==> config.mk <==
export PLATFORM = sky130hd
export DESIGN_NAME = dio_lines
export DESIGN_NICKNAME = d
export VERILOG_FILES = /design/src/rtl/dio_pkg.sv /design/src/rtl/pulse_bus_if.sv /design/src/rtl/dio_lines.sv /design/src/rtl/edge_detect.sv /design/src/rtl/pulse_stretch.sv
export SDC_FILE = /design/constraint.sdc
export NUM_CORES = 1
export LEC_CHECK = 0
export BUFFER_PORTS_ARGS = -buffer_cell sky130_fd_sc_hd__buf_2
export CAP_MARGIN = 20
export CORE_ASPECT_RATIO = 1.25
export CORE_UTILIZATION = 40
export CTS_BUF_LIST = sky130_fd_sc_hd__clkbuf_2
export DETAILED_ROUTE_END_ITERATION = 10
export PLACE_DENSITY = 0.7
export SLEW_MARGIN = 10
export SYNTH_ARGS = -nofsm -noshare
export SYNTH_HDL_FRONTEND = slang
export SYNTH_HIERARCHICAL = 1
export SYNTH_SLANG_ARGS = --single-unit
==> constraint.sdc <==
create_clock -name clk -period 2.3 [get_ports clk]
set_input_delay 0.46 -clock clk [delete_from_list [all_inputs] [get_ports clk]]
set_output_delay 0.46 -clock clk [all_outputs]
set_load 0.03 [all_outputs]
==> src/rtl/dio_pkg.sv <==
// dio_pkg: constants, register map and types for the six-line digital i/o port
// assumes a single 25 MHz clock and a synchronous active-high reset
package dio_pkg;

    localparam int unsigned NUM_LINES     = 6;
    localparam int unsigned FIXED_LINES   = 3;
    localparam int unsigned CLK_HZ        = 25_000_000;
    localparam int unsigned PULSE_US      = 10;
    // the cycle count truncates the clock to whole MHz and never falls below one cycle
    localparam int unsigned PULSE_CYC     =
        (PULSE_US * (CLK_HZ / 1_000_000) + 0) > 0 ?
        PULSE_US * (CLK_HZ / 1_000_000) : 1;
    localparam int unsigned PULSE_W       = 9;

    localparam logic [9:0]  ERR_NOT_INPUT = 10'h1FC;  // 508

    // function codes, two bits per line
    typedef enum logic [1:0] {
        FN_FIXED = 2'b00,
        FN_HIGH  = 2'b01,
        FN_LOW   = 2'b10,
        FN_INPUT = 2'b11
    } line_fn_t;

    // trigger sensitivity for line one in its fixed role
    typedef enum logic [1:0] {
        EDGE_FALL = 2'b00,
        EDGE_RISE = 2'b01,
        EDGE_BOTH = 2'b10
    } edge_sel_t;
    localparam logic [1:0]  EDGE_RESET    = 2'b00;

    // register offsets
    localparam logic [3:0] ADDR_FUNC     = 4'h0;
    localparam logic [3:0] ADDR_EDGE     = 4'h1;
    localparam logic [3:0] ADDR_QUERY    = 4'h2;
    localparam logic [3:0] ADDR_RESULT   = 4'h3;
    localparam logic [3:0] ADDR_ERROR    = 4'h4;
    localparam logic [3:0] ADDR_IRQ_STAT = 4'h5;
    localparam logic [3:0] ADDR_IRQ_EN   = 4'h6;
    localparam logic [3:0] ADDR_IRQ_CLR  = 4'h7;
    localparam logic [3:0] ADDR_PINS     = 4'h8;

    // function register: line n at bits [2n-1:2n-2], lines 1-3 fixed, 4-6 input
    localparam logic [11:0] FUNC_RESET   = 12'hFC0;

    // interrupt status bits
    localparam int unsigned IRQ_TRIG     = 0;
    localparam int unsigned IRQ_DONE     = 1;
    localparam int unsigned IRQ_PROT     = 2;
    localparam int unsigned IRQ_ERR      = 3;
    localparam int unsigned IRQ_W        = 4;

    // fixed-role acceptance by line index (0-based)
    function automatic logic fn_legal(input logic [2:0] idx,
                                      input logic [1:0] fn);
        return (fn != FN_FIXED) || (idx < 3'(FIXED_LINES));
    endfunction : fn_legal

endpackage : dio_pkg

==> src/rtl/pulse_bus_if.sv <==
// pulse_bus_if: request and busy pair between the core and a pulse stretcher
// assumes both ends share one clock
interface pulse_bus_if;
    logic fire;
    logic active;
    modport core    (output fire, input  active);
    modport stretch (input  fire, output active);
endinterface : pulse_bus_if

==> src/rtl/dio_lines.sv <==
// dio_lines: six-line digital i/o port with fixed roles and manual functions
// assumes a synchronous register port and pins already synchronous to clk
//
// Contract
// - six lines, each picked by index for setup and reading.
// - after reset lines one to three fixed role, four to six input.
// - fixed role accepted only on lines one to three.
// - line one fixed role detects falling, rising or either edge.
// - line two fixed role pulses 10 us per finished measurement.
// - line three fixed role pulses 10 us on any protection trip.
// - manual high drives the line high.
// - manual low drives the line low.
// - manual input releases the driver and samples the pin.
// - reading an input line returns its present level.
// - reading a non-input line returns nothing and raises error 508.
module dio_lines
    import dio_pkg::*;
(
    input  wire logic                 clk,
    input  wire logic                 reset,
    input  wire logic [3:0]           addr,
    input  wire logic [15:0]          wdata,
    input  wire logic                 wr,
    input  wire logic                 rd,
    output logic [15:0]               rdata,
    input  wire logic                 meas_done,
    input  wire logic                 over_voltage_trip,
    input  wire logic                 over_current_trip,
    input  wire logic                 over_temp_trip,
    input  wire logic                 sense_reversed,
    input  wire logic [NUM_LINES-1:0] line_in,
    output logic [NUM_LINES-1:0]      line_out,
    output logic [NUM_LINES-1:0]      line_oe,
    output logic                      trigger_event,
    output logic                      irq
);
    logic [11:0]          func_q;
    logic [1:0]           edge_q;
    logic [15:0]          rdata_q;
    logic [15:0]          result_q;
    logic [9:0]           err_q;
    logic [IRQ_W-1:0]     stat_q;
    logic [IRQ_W-1:0]     stat_d;
    logic [IRQ_W-1:0]     en_q;
    logic [NUM_LINES-1:0] out_q;
    logic [NUM_LINES-1:0] oe_q;
    logic [NUM_LINES-1:0] out_d;
    logic [NUM_LINES-1:0] oe_d;
    logic                 trig_q;
    logic                 irq_q;

    pulse_bus_if done_bus ();
    pulse_bus_if prot_bus ();

    // per-line function view
    line_fn_t fn [NUM_LINES];
    for (genvar i = 0; i < NUM_LINES; i++) begin : g_fn
        assign fn[i] = line_fn_t'(func_q[2*i+1:2*i]);
    end

    // register strobes
    logic wr_func;
    logic wr_edge;
    logic rd_query;
    logic wr_clr;
    logic wr_en;
    assign wr_func  = wr && addr == ADDR_FUNC;
    assign wr_edge  = wr && addr == ADDR_EDGE;
    assign wr_clr   = wr && addr == ADDR_IRQ_CLR;
    assign wr_en    = wr && addr == ADDR_IRQ_EN;
    assign rd_query = wr && addr == ADDR_QUERY;

    // function write, fixed role refused on lines four to six
    logic [11:0] func_d;
    logic        func_bad;
    always_comb begin
        func_d   = func_q;
        func_bad = 1'b0;
        if (wr_func) begin
            for (int i = 0; i < NUM_LINES; i++) begin
                if (fn_legal(3'(i), wdata[2*i+1 -: 2])) begin
                    func_d[2*i+1 -: 2] = wdata[2*i+1 -: 2];
                end else begin
                    func_bad = 1'b1;
                end
            end
        end
    end

    // manual input query: line index in wdata[2:0], 1 to 6
    logic [2:0] q_idx;
    logic       q_range;
    logic       q_input;
    logic       q_level;
    assign q_idx   = wdata[2:0] - 3'd1;
    assign q_range = wdata[2:0] >= 3'd1 && wdata[2:0] <= 3'(NUM_LINES);
    assign q_input = q_range && fn[q_idx] == FN_INPUT;
    assign q_level = line_in[q_idx];
    logic q_fail;
    assign q_fail = rd_query && !q_input;

    // fixed-role events; other functions drop them
    logic trig_hit;
    logic prot_any;
    logic fixed1;
    logic fixed2;
    logic fixed3;
    assign fixed1   = fn[0] == FN_FIXED;
    assign fixed2   = fn[1] == FN_FIXED;
    assign fixed3   = fn[2] == FN_FIXED;
    assign prot_any = over_voltage_trip | over_current_trip |
                      over_temp_trip | sense_reversed;
    assign done_bus.fire = fixed2 & meas_done;
    assign prot_bus.fire = fixed3 & prot_any;

    edge_detect u_trig (
        .clk   (clk),
        .reset (reset),
        .level (line_in[0]),
        .arm   (fixed1),
        .sel   (edge_q),
        .hit   (trig_hit)
    );

    pulse_stretch #(.LEN(PULSE_CYC)) u_done (
        .clk   (clk),
        .reset (reset),
        .bus   (done_bus)
    );

    pulse_stretch #(.LEN(PULSE_CYC)) u_prot (
        .clk   (clk),
        .reset (reset),
        .bus   (prot_bus)
    );

    // pin drivers per function
    always_comb begin
        out_d = '0;
        oe_d  = '0;
        for (int i = 0; i < NUM_LINES; i++) begin
            unique case (fn[i])
                FN_HIGH: begin
                    out_d[i] = 1'b1;
                    oe_d[i]  = 1'b1;
                end
                FN_LOW: begin
                    out_d[i] = 1'b0;
                    oe_d[i]  = 1'b1;
                end
                FN_INPUT: begin
                    oe_d[i]  = 1'b0;
                end
                FN_FIXED: begin
                    // line one stays released as trigger input
                    oe_d[i]  = (i == 1) || (i == 2);
                    out_d[i] = (i == 1) ? done_bus.active :
                               (i == 2) ? prot_bus.active : 1'b0;
                end
            endcase
        end
    end

    // sticky status; a new event wins over a clear in the same cycle
    assign stat_d = (stat_q & ~(wr_clr ? wdata[IRQ_W-1:0] : '0)) |
                    {q_fail | func_bad, prot_bus.fire,
                     done_bus.fire, trig_hit};

    // read mux
    logic [15:0] rmux;
    always_comb begin
        unique case (addr)
            ADDR_FUNC:     rmux = {4'h0, func_q};
            ADDR_EDGE:     rmux = {14'h0000, edge_q};
            ADDR_RESULT:   rmux = result_q;
            ADDR_ERROR:    rmux = {6'h00, err_q};
            ADDR_IRQ_STAT: rmux = {12'h000, stat_q};
            ADDR_IRQ_EN:   rmux = {12'h000, en_q};
            ADDR_PINS:     rmux = {10'h000, line_in};
            default:       rmux = 16'h0000;
        endcase
    end

    // control and configuration registers
    always_ff @(posedge clk) begin
        if (reset) begin
            func_q <= FUNC_RESET;
            edge_q <= EDGE_RESET;
            en_q   <= '0;
        end else begin
            func_q <= func_d;
            if (wr_edge && wdata[1:0] != 2'b11) edge_q <= wdata[1:0];
            if (wr_en) en_q <= wdata[IRQ_W-1:0];
        end
    end

    // query result: bit 15 valid, bit 0 level; failure leaves no data
    always_ff @(posedge clk) begin
        if (reset) begin
            result_q <= '0;
            err_q    <= '0;
        end else if (rd_query) begin
            if (q_input) begin
                result_q <= {1'b1, 14'h0000, q_level};
                err_q    <= '0;
            end else begin
                result_q <= '0;
                err_q    <= ERR_NOT_INPUT;
            end
        end
    end

    // outputs straight from flops
    always_ff @(posedge clk) begin
        if (reset) begin
            rdata_q  <= '0;
            stat_q   <= '0;
            out_q    <= '0;
            oe_q     <= '0;
            trig_q   <= 1'b0;
            irq_q    <= 1'b0;
        end else begin
            rdata_q  <= rd ? rmux : 16'h0000;
            stat_q   <= stat_d;
            out_q    <= out_d;
            oe_q     <= oe_d;
            trig_q   <= trig_hit;
            irq_q    <= |(stat_d & en_q);
        end
    end

    assign rdata         = rdata_q;
    assign line_out      = out_q;
    assign line_oe       = oe_q;
    assign trigger_event = trig_q;
    assign irq           = irq_q;

endmodule : dio_lines

==> src/rtl/edge_detect.sv <==
// edge_detect: selectable edge detector for the trigger line
// assumes the input level is already synchronous to clk
module edge_detect
    import dio_pkg::*;
(
    input  wire logic         clk,
    input  wire logic         reset,
    input  wire logic         level,
    input  wire logic         arm,
    input  wire logic [1:0]   sel,
    output logic              hit
);
    logic prev_q;
    logic rise;
    logic fall;

    // edge terms from the held previous level
    assign rise = level & ~prev_q;
    assign fall = ~level & prev_q;
    assign hit  = arm & ((sel == EDGE_RISE && rise) ||
                         (sel == EDGE_FALL && fall) ||
                         (sel == EDGE_BOTH && (rise || fall)));

    always_ff @(posedge clk) begin
        if (reset) prev_q <= 1'b0;
        else       prev_q <= level;
    end
endmodule : edge_detect

==> src/rtl/pulse_stretch.sv <==
// pulse_stretch: turns a one-cycle request into a fixed-length high level
// assumes the request is synchronous to clk
module pulse_stretch
    import dio_pkg::*;
#(
    parameter int unsigned LEN = PULSE_CYC
) (
    input  wire logic         clk,
    input  wire logic         reset,
    pulse_bus_if.stretch      bus
);
    logic [PULSE_W-1:0] cnt_q;
    logic [PULSE_W-1:0] cnt_d;

    // a new request restarts the pulse rather than queueing a second one
    assign cnt_d = bus.fire ? PULSE_W'(LEN) :
                   (cnt_q != '0) ? cnt_q - PULSE_W'(1) : cnt_q;
    assign bus.active = (cnt_q != '0);

    always_ff @(posedge clk) begin
        if (reset) cnt_q <= '0;
        else       cnt_q <= cnt_d;
    end
endmodule : pulse_stretch

==> reports/results.txt, run 1 <==
status - completed
period utilization - 0.875
H-tree depth - 3
CTS Buf Count - 9
PostCTS Resize Cnt - 0
Synth area leaders - dfxtp_1 43%, nand2_1 5.0%, ha_1 4.9%
Synth warnings - 6
Clock Tree Buf Depth - 2
All-Layer GR Usage - 0.193
Critical-path top delay cell - dfxtp_1
worst hold slack - 0.144 ns
CP Class - reg2reg
area leader, netlist - dfxtp_1
Post-CTS Hold Fix Bufs - 0
synthesized area - 3300 sq um
setup TNS - 0 ns
Die Area - 8610 sq um
final cell count without fillers - 530
Max VDD drop - 0.000250 V
initial core utilization - 0.418
max_cap viols - 0
RSZ-0062 raised after global routing - false
DRT antenna net count - 0
chip width - 83.2 microns
Worst slew margin - 0.374
DP Area - 3660 sq um
crit path capture type - register
GR Overflow Total - 0
Worst setup SP type - register
final instance area - 3770 sq um
Commonest cells post-synth - 71 x dfxtp_1, 44 x nand2_1, 28 x a21oi_1
DRC Markers - 0
clock root buffer - clkbuf_2
Fmax achieved - 497 MHz
Sink Count - 71
vias in the first global route - 2,825
clock latency on the worst-skew pair - 0.53 ns
hold crit path type - in2reg
postcts setup bufs - 0
Post-Place Setup Slack - 0.0124 ns
count leader, synth - dfxtp_1
ys flop type - dfxtp_1
Yosys top cell area share - 0.431
Reg clk slew, reported paths - 0.21 ns
Worst Max-Slew Pin Slew - 0.931 ns
# nets final - 478
Hold Path Origin - wdata[4]
Pwr Density - 623 nW/um^2
DRT iter0 DRCs - 148
port bufs - 57
RD Place Congestion - 0.894
Placed Instances - 514
FP Rows - 36
largest net degree at the start of global routing - 36
CTS tree - built
Crit path largest cell delay - 0.37 ns
ratio of cells with drive above 1 in the final layout - 0.205
final hold vios - 0
total vias in the final route - 2,942
die height - 104 microns
Synth async-reset ratio - 0
Setup Skew - 0.0240 ns
sequential share of the synthesized area - 0.431
Final Util - 0.478
WL final - 7910 microns
origin of the critical flop-to-flop path - u_trig/prev_q$_SDFF_PP0_
P&R area growth vs syn - 14.3%
IO Count - 65
Post-synth EDFFs - 0
critical path required time - 2.70 ns
DR vias/cell - 5.55
hpwl dp - 5710 microns
CP max FO - 3
Final Max Slew Viols - 0
Final setup viols - 0
Post-Synthesis Cells - 374
DR WL/cell - 14.9 microns
core area - 7880 sq um
Synth Area per Inst - 8.82 sq um
synth unique cells - 57
CP Cell Sequence - inv_1 -> ha_1 -> mux2_1 -> o211a_1 -> nand4b_1 -> o2111ai_1 -> nand3_1 -> a221oi_2 -> o21ai_1
Leak - 1.62 nW
crit path DAT - 2.41 ns
Setup WS post-layout - 0.288 ns
CP startpoint - u_trig/prev_q$_SDFF_PP0_
minimum clock period - 2.01 ns
global-route wire length before repair - 13,400 microns
Inserted Diodes - 0
flops & latches, synth - 71
Design Power - 2.35 mW
initial antenna violation count - 0
first drt pass iteration count - 4
-- state kept, by name, indices dropped and copies added (netlist names), 2 cells and up --
| signal | flops |
|---|---|
| rdata | 13 |
| func_q | 12 |
| u_done/cnt_q | 9 |
| u_prot/cnt_q | 9 |
| line_oe | 6 |
| line_out | 6 |
| en_q | 4 |
| stat_q | 4 |
| edge_q | 2 |
| result_q | 2 |
-- per-layer routing --
layer	wire, microns	GRT usage	part of all wire	vias to the layer above
li1	-	-	-	1451
met1	3520	0.238	0.45	1397
met2	3840	0.320	0.49	77
met3	349	0.0319	0.044	17
met4	191	0.105	0.024	0
met5	0	0	0	-
-- layout by cell type, fill, tap and decap left out, types with 4 or more instances in the layout --
cell | netlist | layout
a211oi_1 | 4 | 4
a21oi_1 | 28 | 28
a22oi_1 | 6 | 6
a31oi_1 | 7 | 7
and2_1 | 4 | 4
buf_2 | 6 | 57
buf_4 | 5 | 7
clkbuf_2 | 0 | 11
dfxtp_1 | 71 | 71
ha_1 | 13 | 13
inv_1 | 19 | 19
mux2i_1 | 9 | 9
nand2_1 | 44 | 44
nand3_1 | 15 | 15
nand3b_1 | 5 | 5
nor2_1 | 20 | 20
nor2b_1 | 9 | 9
nor3_1 | 16 | 16
nor3b_1 | 4 | 4
nor4_1 | 8 | 8
o21ai_0 | 7 | 7
or3_1 | 5 | 5
xnor2_1 | 6 | 6
-- critical path: cells and delay by family (launching register included) --
kind | cells | cell delay, ns
AO/OA/AOI/OAI | 4 | 0.72
flip-flops | 1 | 0.37
AND/OR/NAND/NOR | 2 | 0.31
multiplexers | 1 | 0.29
adder cells (fa/ha/maj) | 1 | 0.17
buffers and inverters | 1 | 0.04
-- path summary, 6_finish.rpt --
path                            endpoint  slack [ns]  depth (start not counted)
setup reg to reg          irq$_SDFF_PP0_        0.29                          9
setup / recovery          irq$_SDFF_PP0_        0.29                          9
hold reg to reg     rdata[15]$_SDFF_PP0_        0.48                          2
hold / removal    func_q[4]$_SDFFE_PP0P_        0.14                          3
-- power breakdown --
part	total [mW]	internal (mW)	switching, mW	leakage, nW
registers	1.31	1.27	0.0376	0.580
clock network	0.715	0.259	0.456	0.0681
logic	0.323	0.126	0.198	0.972
total	2.35	1.66	0.691	1.62
-- layout make-up --
| class | instances | area, sq um |
|---|---|---|
| repair buffers | 64 | 338 |
| clock inverters | 5 | 58.8 |
| well taps | 95 | 119 |
| clock buffers | 11 | 55.1 |
| multi-input cells | 264 | 1700 |
| fillers | 777 | 4110 |
| flip-flops and latches | 71 | 1420 |
| inverters | 20 | 75.1 |
-- kinds of logic (layout without fill, tap and decap cells) --
kind of cell / after synthesis / count (layout) / synth area share
mux: 11 / 11 / 0.0376
simple gates: 151 / 151 / 0.244
flops: 71 / 71 / 0.431
compound gates: 80 / 80 / 0.166
other cells: 1 / 3 / 0.00114
xor+xnor: 6 / 6 / 0.0159
buf+inv: 41 / 100 / 0.0547
fa+ha+maj: 13 / 13 / 0.0493
Note: power is estimated with default switching activity, not from simulation.
==> run 2, diff against run 1 <==
--- a/config.mk
+++ b/config.mk
@@ -5,6 +5,7 @@
 export SDC_FILE = /design/constraint.sdc
 export NUM_CORES = 1
 export LEC_CHECK = 0
+export ABC_AREA = 1
 export BUFFER_PORTS_ARGS = -buffer_cell sky130_fd_sc_hd__buf_2
 export CAP_MARGIN = 20
 export CORE_ASPECT_RATIO = 1.25
==> reports/results.txt, run 2 <==
Final setup viols - 0
reg-to-reg endpoint - irq$_SDFF_PP0_
Max VDD drop - 0.000243 V
largest net degree at the start of global routing - 34
Worst Max-Slew Pin Slew - 0.526 ns
hold crit path type - in2reg
count leader, synth - nand2_1
status - finished with violations
Fmax achieved - 630 MHz
hpwl dp - 6110 microns
Comb pwr share - 0.159
M1 wire length - 3370 microns
clock root buffer - clkbuf_2
postcts setup bufs - 0
DRT iter0 DRCs - 262
most frequent cells in the layout - 91 x nand2_1, 76 x inv_1, 71 x dfxtp_1
max reg flops - 13
Commonest cells post-synth - 91 x nand2_1, 76 x inv_1, 71 x dfxtp_1
Simple-Gate Fraction of Synth Area - 0.263
most common cell after layout, fill and taps aside - nand2_1
PostCTS Resize Cnt - 0
total vias in the final route - 3,184
period utilization - 0.691
Worst setup SP type - register
Yosys top cell area share - 0.414
synthesized area - 3430 sq um
Met2 Wirelength - 3940 microns
global-route wire length before repair - 13,000 microns
Synth Area per Inst - 7.30 sq um
fill cell count - 854
core area - 8290 sq um
Final Max Slew Viols - 0
Post-Synthesis Cells - 470
final instance area - 3910 sq um
area leader, netlist - dfxtp_1
origin of the critical flop-to-flop path - func_q[0]$_SDFFE_PP0P_
clock network fraction of total power - 0.295
Clock Tree Buf Depth - 2
DR WL/cell - 12.6 microns
Synth async-reset ratio - 0
sequential share of the synthesized area - 0.414
RD Place Congestion - 0.887
FP Rows - 37
Inserted Diodes - 0
RSZ-0062 raised after global routing - false
H-tree depth - 3
CP Cell Sequence - buf_2
final hold vios - 0
minimum clock period - 1.59 ns
met3 wire length - 447 microns
worst hold slack - 0.183 ns
WL final - 8000 microns
DP Area - 3790 sq um
xor and xnor area share after synthesis - 0.00255
Setup Skew - 0.0394 ns
DR vias/cell - 5.02
Post-CTS Hold Fix Bufs - 0
r2r setup slk - 0.86 ns
Hold Crit Endpoint - func_q[5]$_SDFFE_PP0P_
P&R area growth vs syn - 14.0%
P_int - 1.66 mW
post-synthesis compound-gate area fraction - 0.157
ys flop type - dfxtp_1
# nets final - 580
CP Buf/Inv Count - 1
DRT antenna net count - 0
failing checks - DRC
crit path capture type - output pin
CTS Buf Count - 9
clock latency on the worst-skew pair - 0.55 ns
Design Power - 2.41 mW
crit path DAT - 1.13 ns
first drt pass iteration count - 11
Worst slew margin - 0.648
Sink Count - 71
Pwr Density - 615 nW/um^2
sequential share of power - 0.546
Hold Path Origin - wdata[5]
GR Overflow Total - 0
Die Area - 8950 sq um
CTS tree - built
chip width - 84.8 microns
DRC Markers - 6
Synth area leaders - dfxtp_1 41%, nand2_1 10%, inv_1 8.3%
All-Layer GR Usage - 0.187
max_cap viols - 0
setup TNS - 0 ns
flops & latches, synth - 71
Crit path largest cell delay - 0.38 ns
synth unique cells - 39
net switching share of the total power - 0.311
Critical-path top delay cell - dfxtp_1
initial antenna violation count - 0
Reg clk slew, reported paths - 0.21 ns
post-synthesis mux area share - 0
Synth warnings - 6
Post-synth EDFFs - 0
Top delay family on crit path - flip-flops
R2R cell count - 12
Switch Pwr - 749 uW
Hold Path Stages - 3
top routing layer used - met4
adder-cell share of the synthesized area - 0.0474
vias in the first global route - 2,910
CP Class - reg2out
critical path required time - 1.84 ns
Leak - 2.02 nW
ratio of cells with drive above 1 in the final layout - 0.201
port bufs - 57
IO Count - 65
initial core utilization - 0.414
die height - 106 microns
CP max FO - 1
main combinational cell family by area after synthesis - simple AND/OR/NAND/NOR gates
==> run 2: routing by layer <==
metal	GRT usage	vias to the layer above
met1	0.213	1430
met2	0.312	110
li1	-	1622
met3	0.0501	22
met4	0.111	0
met5	0	-
==> run 2: cell families (layout without fill, tap and decap cells) <==
group	count (synthesis)	count (layout)
adder cells (fa/ha/maj)	13	13
flip-flops	71	71
buffers and inverters	96	161
AND/OR/NAND/NOR	193	193
other	1	3
AO/OA/AOI/OAI	95	95
XOR/XNOR	1	1
==> run 2: how the worst max path moves through the flow <==
stage / cells past startpoint / startpoint / to
3_5_place_dp: 12 / wdata[0] / irq$_SDFF_PP0_
3_3_place_gp: 12 / wdata[0] / irq$_SDFF_PP0_
5_1_grt: 1 / rdata[9]$_SDFF_PP0_ / rdata[9]
2_1_floorplan: 11 / wdata[0] / irq$_SDFF_PP0_
6_report: 1 / rdata[9]$_SDFF_PP0_ / rdata[9]
4_1_cts: 1 / rdata[9]$_SDFF_PP0_ / rdata[9]
==> run 2: layout make-up <==
class,count,area [sq um],area share
clock buffers,9,45.0,0.0115
flip-flops and latches,71,1420,0.364
multi-input cells,305,1620,0.415
repair buffers,59,300,0.0768
well taps,97,121,0.0310
clock inverters,7,71.3,0.0182
inverters,86,328,0.0838
==> run 2: metrics by stage <==
stage	instances	worst slack [ns]	util
global route	634	0.630	0.472
detailed placement	618	0.367	0.458
finish	634	0.711	0.472
floorplan	472	0.733	-
CTS	634	0.673	0.472
global placement	618	0.409	0.458
==> run 2: worst reg2reg max path, stage by stage (launching register included) <==
cell and delay [ns]:
dfxtp_1 0.42, inv_1 0.10, ha_1 0.20, inv_1 0.05, a21oi_1 0.03, nand2_1 0.06, nor2_1 0.04, inv_1 0.09
nand2_1 0.07, nand2_1 0.07, nand3_1 0.09, nand2_1 0.06, nand2_1 0.05
==> run 2: power by group through the flow <==
stage	clock, mW	sequential (mW)	combinational [mW]
3_5_place_dp	0	1.34	0.379
5_1_grt	0.792	1.32	0.430
6_report	0.711	1.31	0.381
4_1_cts	0.740	1.31	0.380
3_3_place_gp	0	1.34	0.370
2_1_floorplan	0	1.35	0.259
==> run 3, diff against run 2 <==
--- a/config.mk
+++ b/config.mk
@@ -5,14 +5,14 @@
 export SDC_FILE = /design/constraint.sdc
 export NUM_CORES = 1
 export LEC_CHECK = 0
-export ABC_AREA = 1
+export ABC_AREA = 0
 export BUFFER_PORTS_ARGS = -buffer_cell sky130_fd_sc_hd__buf_2
 export CAP_MARGIN = 20
 export CORE_ASPECT_RATIO = 1.25
 export CORE_UTILIZATION = 40
 export CTS_BUF_LIST = sky130_fd_sc_hd__clkbuf_2
 export DETAILED_ROUTE_END_ITERATION = 10
-export PLACE_DENSITY = 0.7
+export PLACE_DENSITY = 0.72
 export SLEW_MARGIN = 10
 export SYNTH_ARGS = -nofsm -noshare
 export SYNTH_HDL_FRONTEND = slang
==> constraint.sdc (replaced) <==
create_clock -name clk -period 1.3 [get_ports clk]
set_input_delay 0.26 -clock clk [delete_from_list [all_inputs] [get_ports clk]]
set_output_delay 0.26 -clock clk [all_outputs]
set_load 0.03 [all_outputs]
==> reports/results.txt, run 3 (synthesized netlist as in run 1, its figures left out) <==
status - finished with violations
failing checks - setup timing
P&R area growth vs syn - 60.3%
Critical-path top delay cell - dfxtp_2
Final Max Slew Viols - 0
Inserted Diodes - 0
minimum clock period - 1.95 ns
CTS tree - built
largest net degree at the start of global routing - 34
most frequent cells in the layout - 97 x buf_4, 45 x dfxtp_2, 40 x nand2_1
Setup Skew - 0.0213 ns
die height - 104 microns
Setup WS post-layout - -0.649 ns
Top delay family on crit path - compound AO/OA/AOI/OAI gates
vias in the first global route - 3,562
GR Overflow Total - 0
IO Count - 65
DRC Markers - 0
Sink Count - 71
WL final - 10,400 microns
chip width - 83.2 microns
CTS Buf Count - 9
hold crit path type - in2reg
clock latency on the worst-skew pair - 0.54 ns
port bufs - 57
CP Class - reg2reg
Final setup viols - 12
Die Area - 8610 sq um
clock root buffer - clkbuf_2
H-tree depth - 3
first drt pass iteration count - 5
core area - 7880 sq um
Leak - 2.27 nW
Worst setup SP type - register
period utilization - 1.50
RSZ-0062 raised after global routing - true
ratio of cells with drive above 1 in the final layout - 0.523
initial core utilization - 0.418
crit path DAT - 2.38 ns
CP max FO - 3
final hold vios - 0
DR vias/cell - 5.44
# nets final - 586
Reg clk slew, reported paths - 0.19 ns
met3 Use GR - 0.0430
Max VDD drop - 0.000646 V
initial antenna violation count - 0
busiest layer in global routing - met2
Clock Tree Buf Depth - 2
total vias in the final route - 3,468
Fmax achieved - 513 MHz
max reg flops - 13
DR WL/cell - 16.2 microns
global-route wire length before repair - 16,600 microns
CP Buf/Inv Count - 1
Design Power - 5.03 mW
critical path required time - 1.73 ns
Post-Place Setup Slack - -0.765 ns
setup TNS - -1.77 ns
crit path capture type - register
global routing usage on met1 - 0.252
DRT iter0 DRCs - 141
worst hold slack - 0.0421 ns
FP Rows - 36
hpwl dp - 7050 microns
Pwr Density - 951 nW/um^2
most common cell after layout, fill and taps aside - buf_4
met2 usage - 0.445
Crit path largest cell delay - 0.38 ns
CP Cell Sequence - inv_2 -> ha_4 -> mux2_4 -> o211a_4 -> nand4b_1 -> o2111ai_1 -> nand3_1 -> a221oi_2 -> o21ai_1
DRT antenna net count - 0
All-Layer GR Usage - 0.244
RD Place Congestion - 0.923
max_cap viols - 0
[run 3: report_power, final]
group	total [mW]	leakage [nW]	internal, mW	switching [mW]
Sequential	2.32	0.598	2.26	0.0655
Clock	1.62	0.0893	0.815	0.806
Combinational	1.08	1.59	0.554	0.528
Total	5.03	2.27	3.63	1.40
[run 3: final cells by class]
type	count	area, sq um
flip-flops and latches	71	1490
multi-input cells	264	2070
clock inverters	7	111
inverters	20	77.6
repair buffers	172	1380
well taps	95	119
fillers	608	2600
clock buffers	9	45.0
[run 3: repair_timing]
item | CTS | global route
hold endpoints to repair | 11 | 0
setup endpoints to repair | 48 | 59
resized for setup | 83 | 69
setup buffers | 12 | 6
hold buffers | 11 | 0
pin swaps | 18 | 22
[run 3: worst paths after layout]
kind,endpoint,from,depth (start not counted),slack [ns]
setup / recovery,irq$_SDFF_PP0_,u_trig/prev_q$_SDFF_PP0_,9,-0.65
hold / removal,rdata[5]$_SDFF_PP0_,line_in[5],3,0.04
setup reg to reg,irq$_SDFF_PP0_,u_trig/prev_q$_SDFF_PP0_,9,-0.65
hold reg to reg,rdata[15]$_SDFF_PP0_,result_q[15]$_SDFFE_PP0N_,2,0.49
[run 3: worst reg2reg max path, stage by stage, from the launching register on]
cell and delay [ns]:
dfxtp_2 0.38, inv_2 0.04, ha_4 0.14, mux2_4 0.25
o211a_4 0.24, nand4b_1 0.21, o2111ai_1 0.22, nand3_1 0.11
a221oi_2 0.17, o21ai_1 0.09
[run 3: per-stage QoR]
step,area (sq um),util,cells
5_1_grt,5290,0.670,638
6_report,5290,0.670,638
3_3_place_gp,4380,0.555,594
2_1_floorplan,3450,-,376
4_1_cts,4990,0.633,633
3_5_place_dp,4380,0.555,594
[run 3: per-layer routing]
layer	routed length, microns	share of wire	vias to the layer above
met2	5550	0.54	105
met5	0	0	-
met1	3950	0.38	1665
met3	385	0.037	32
met4	479	0.046	0
li1	-	-	1666
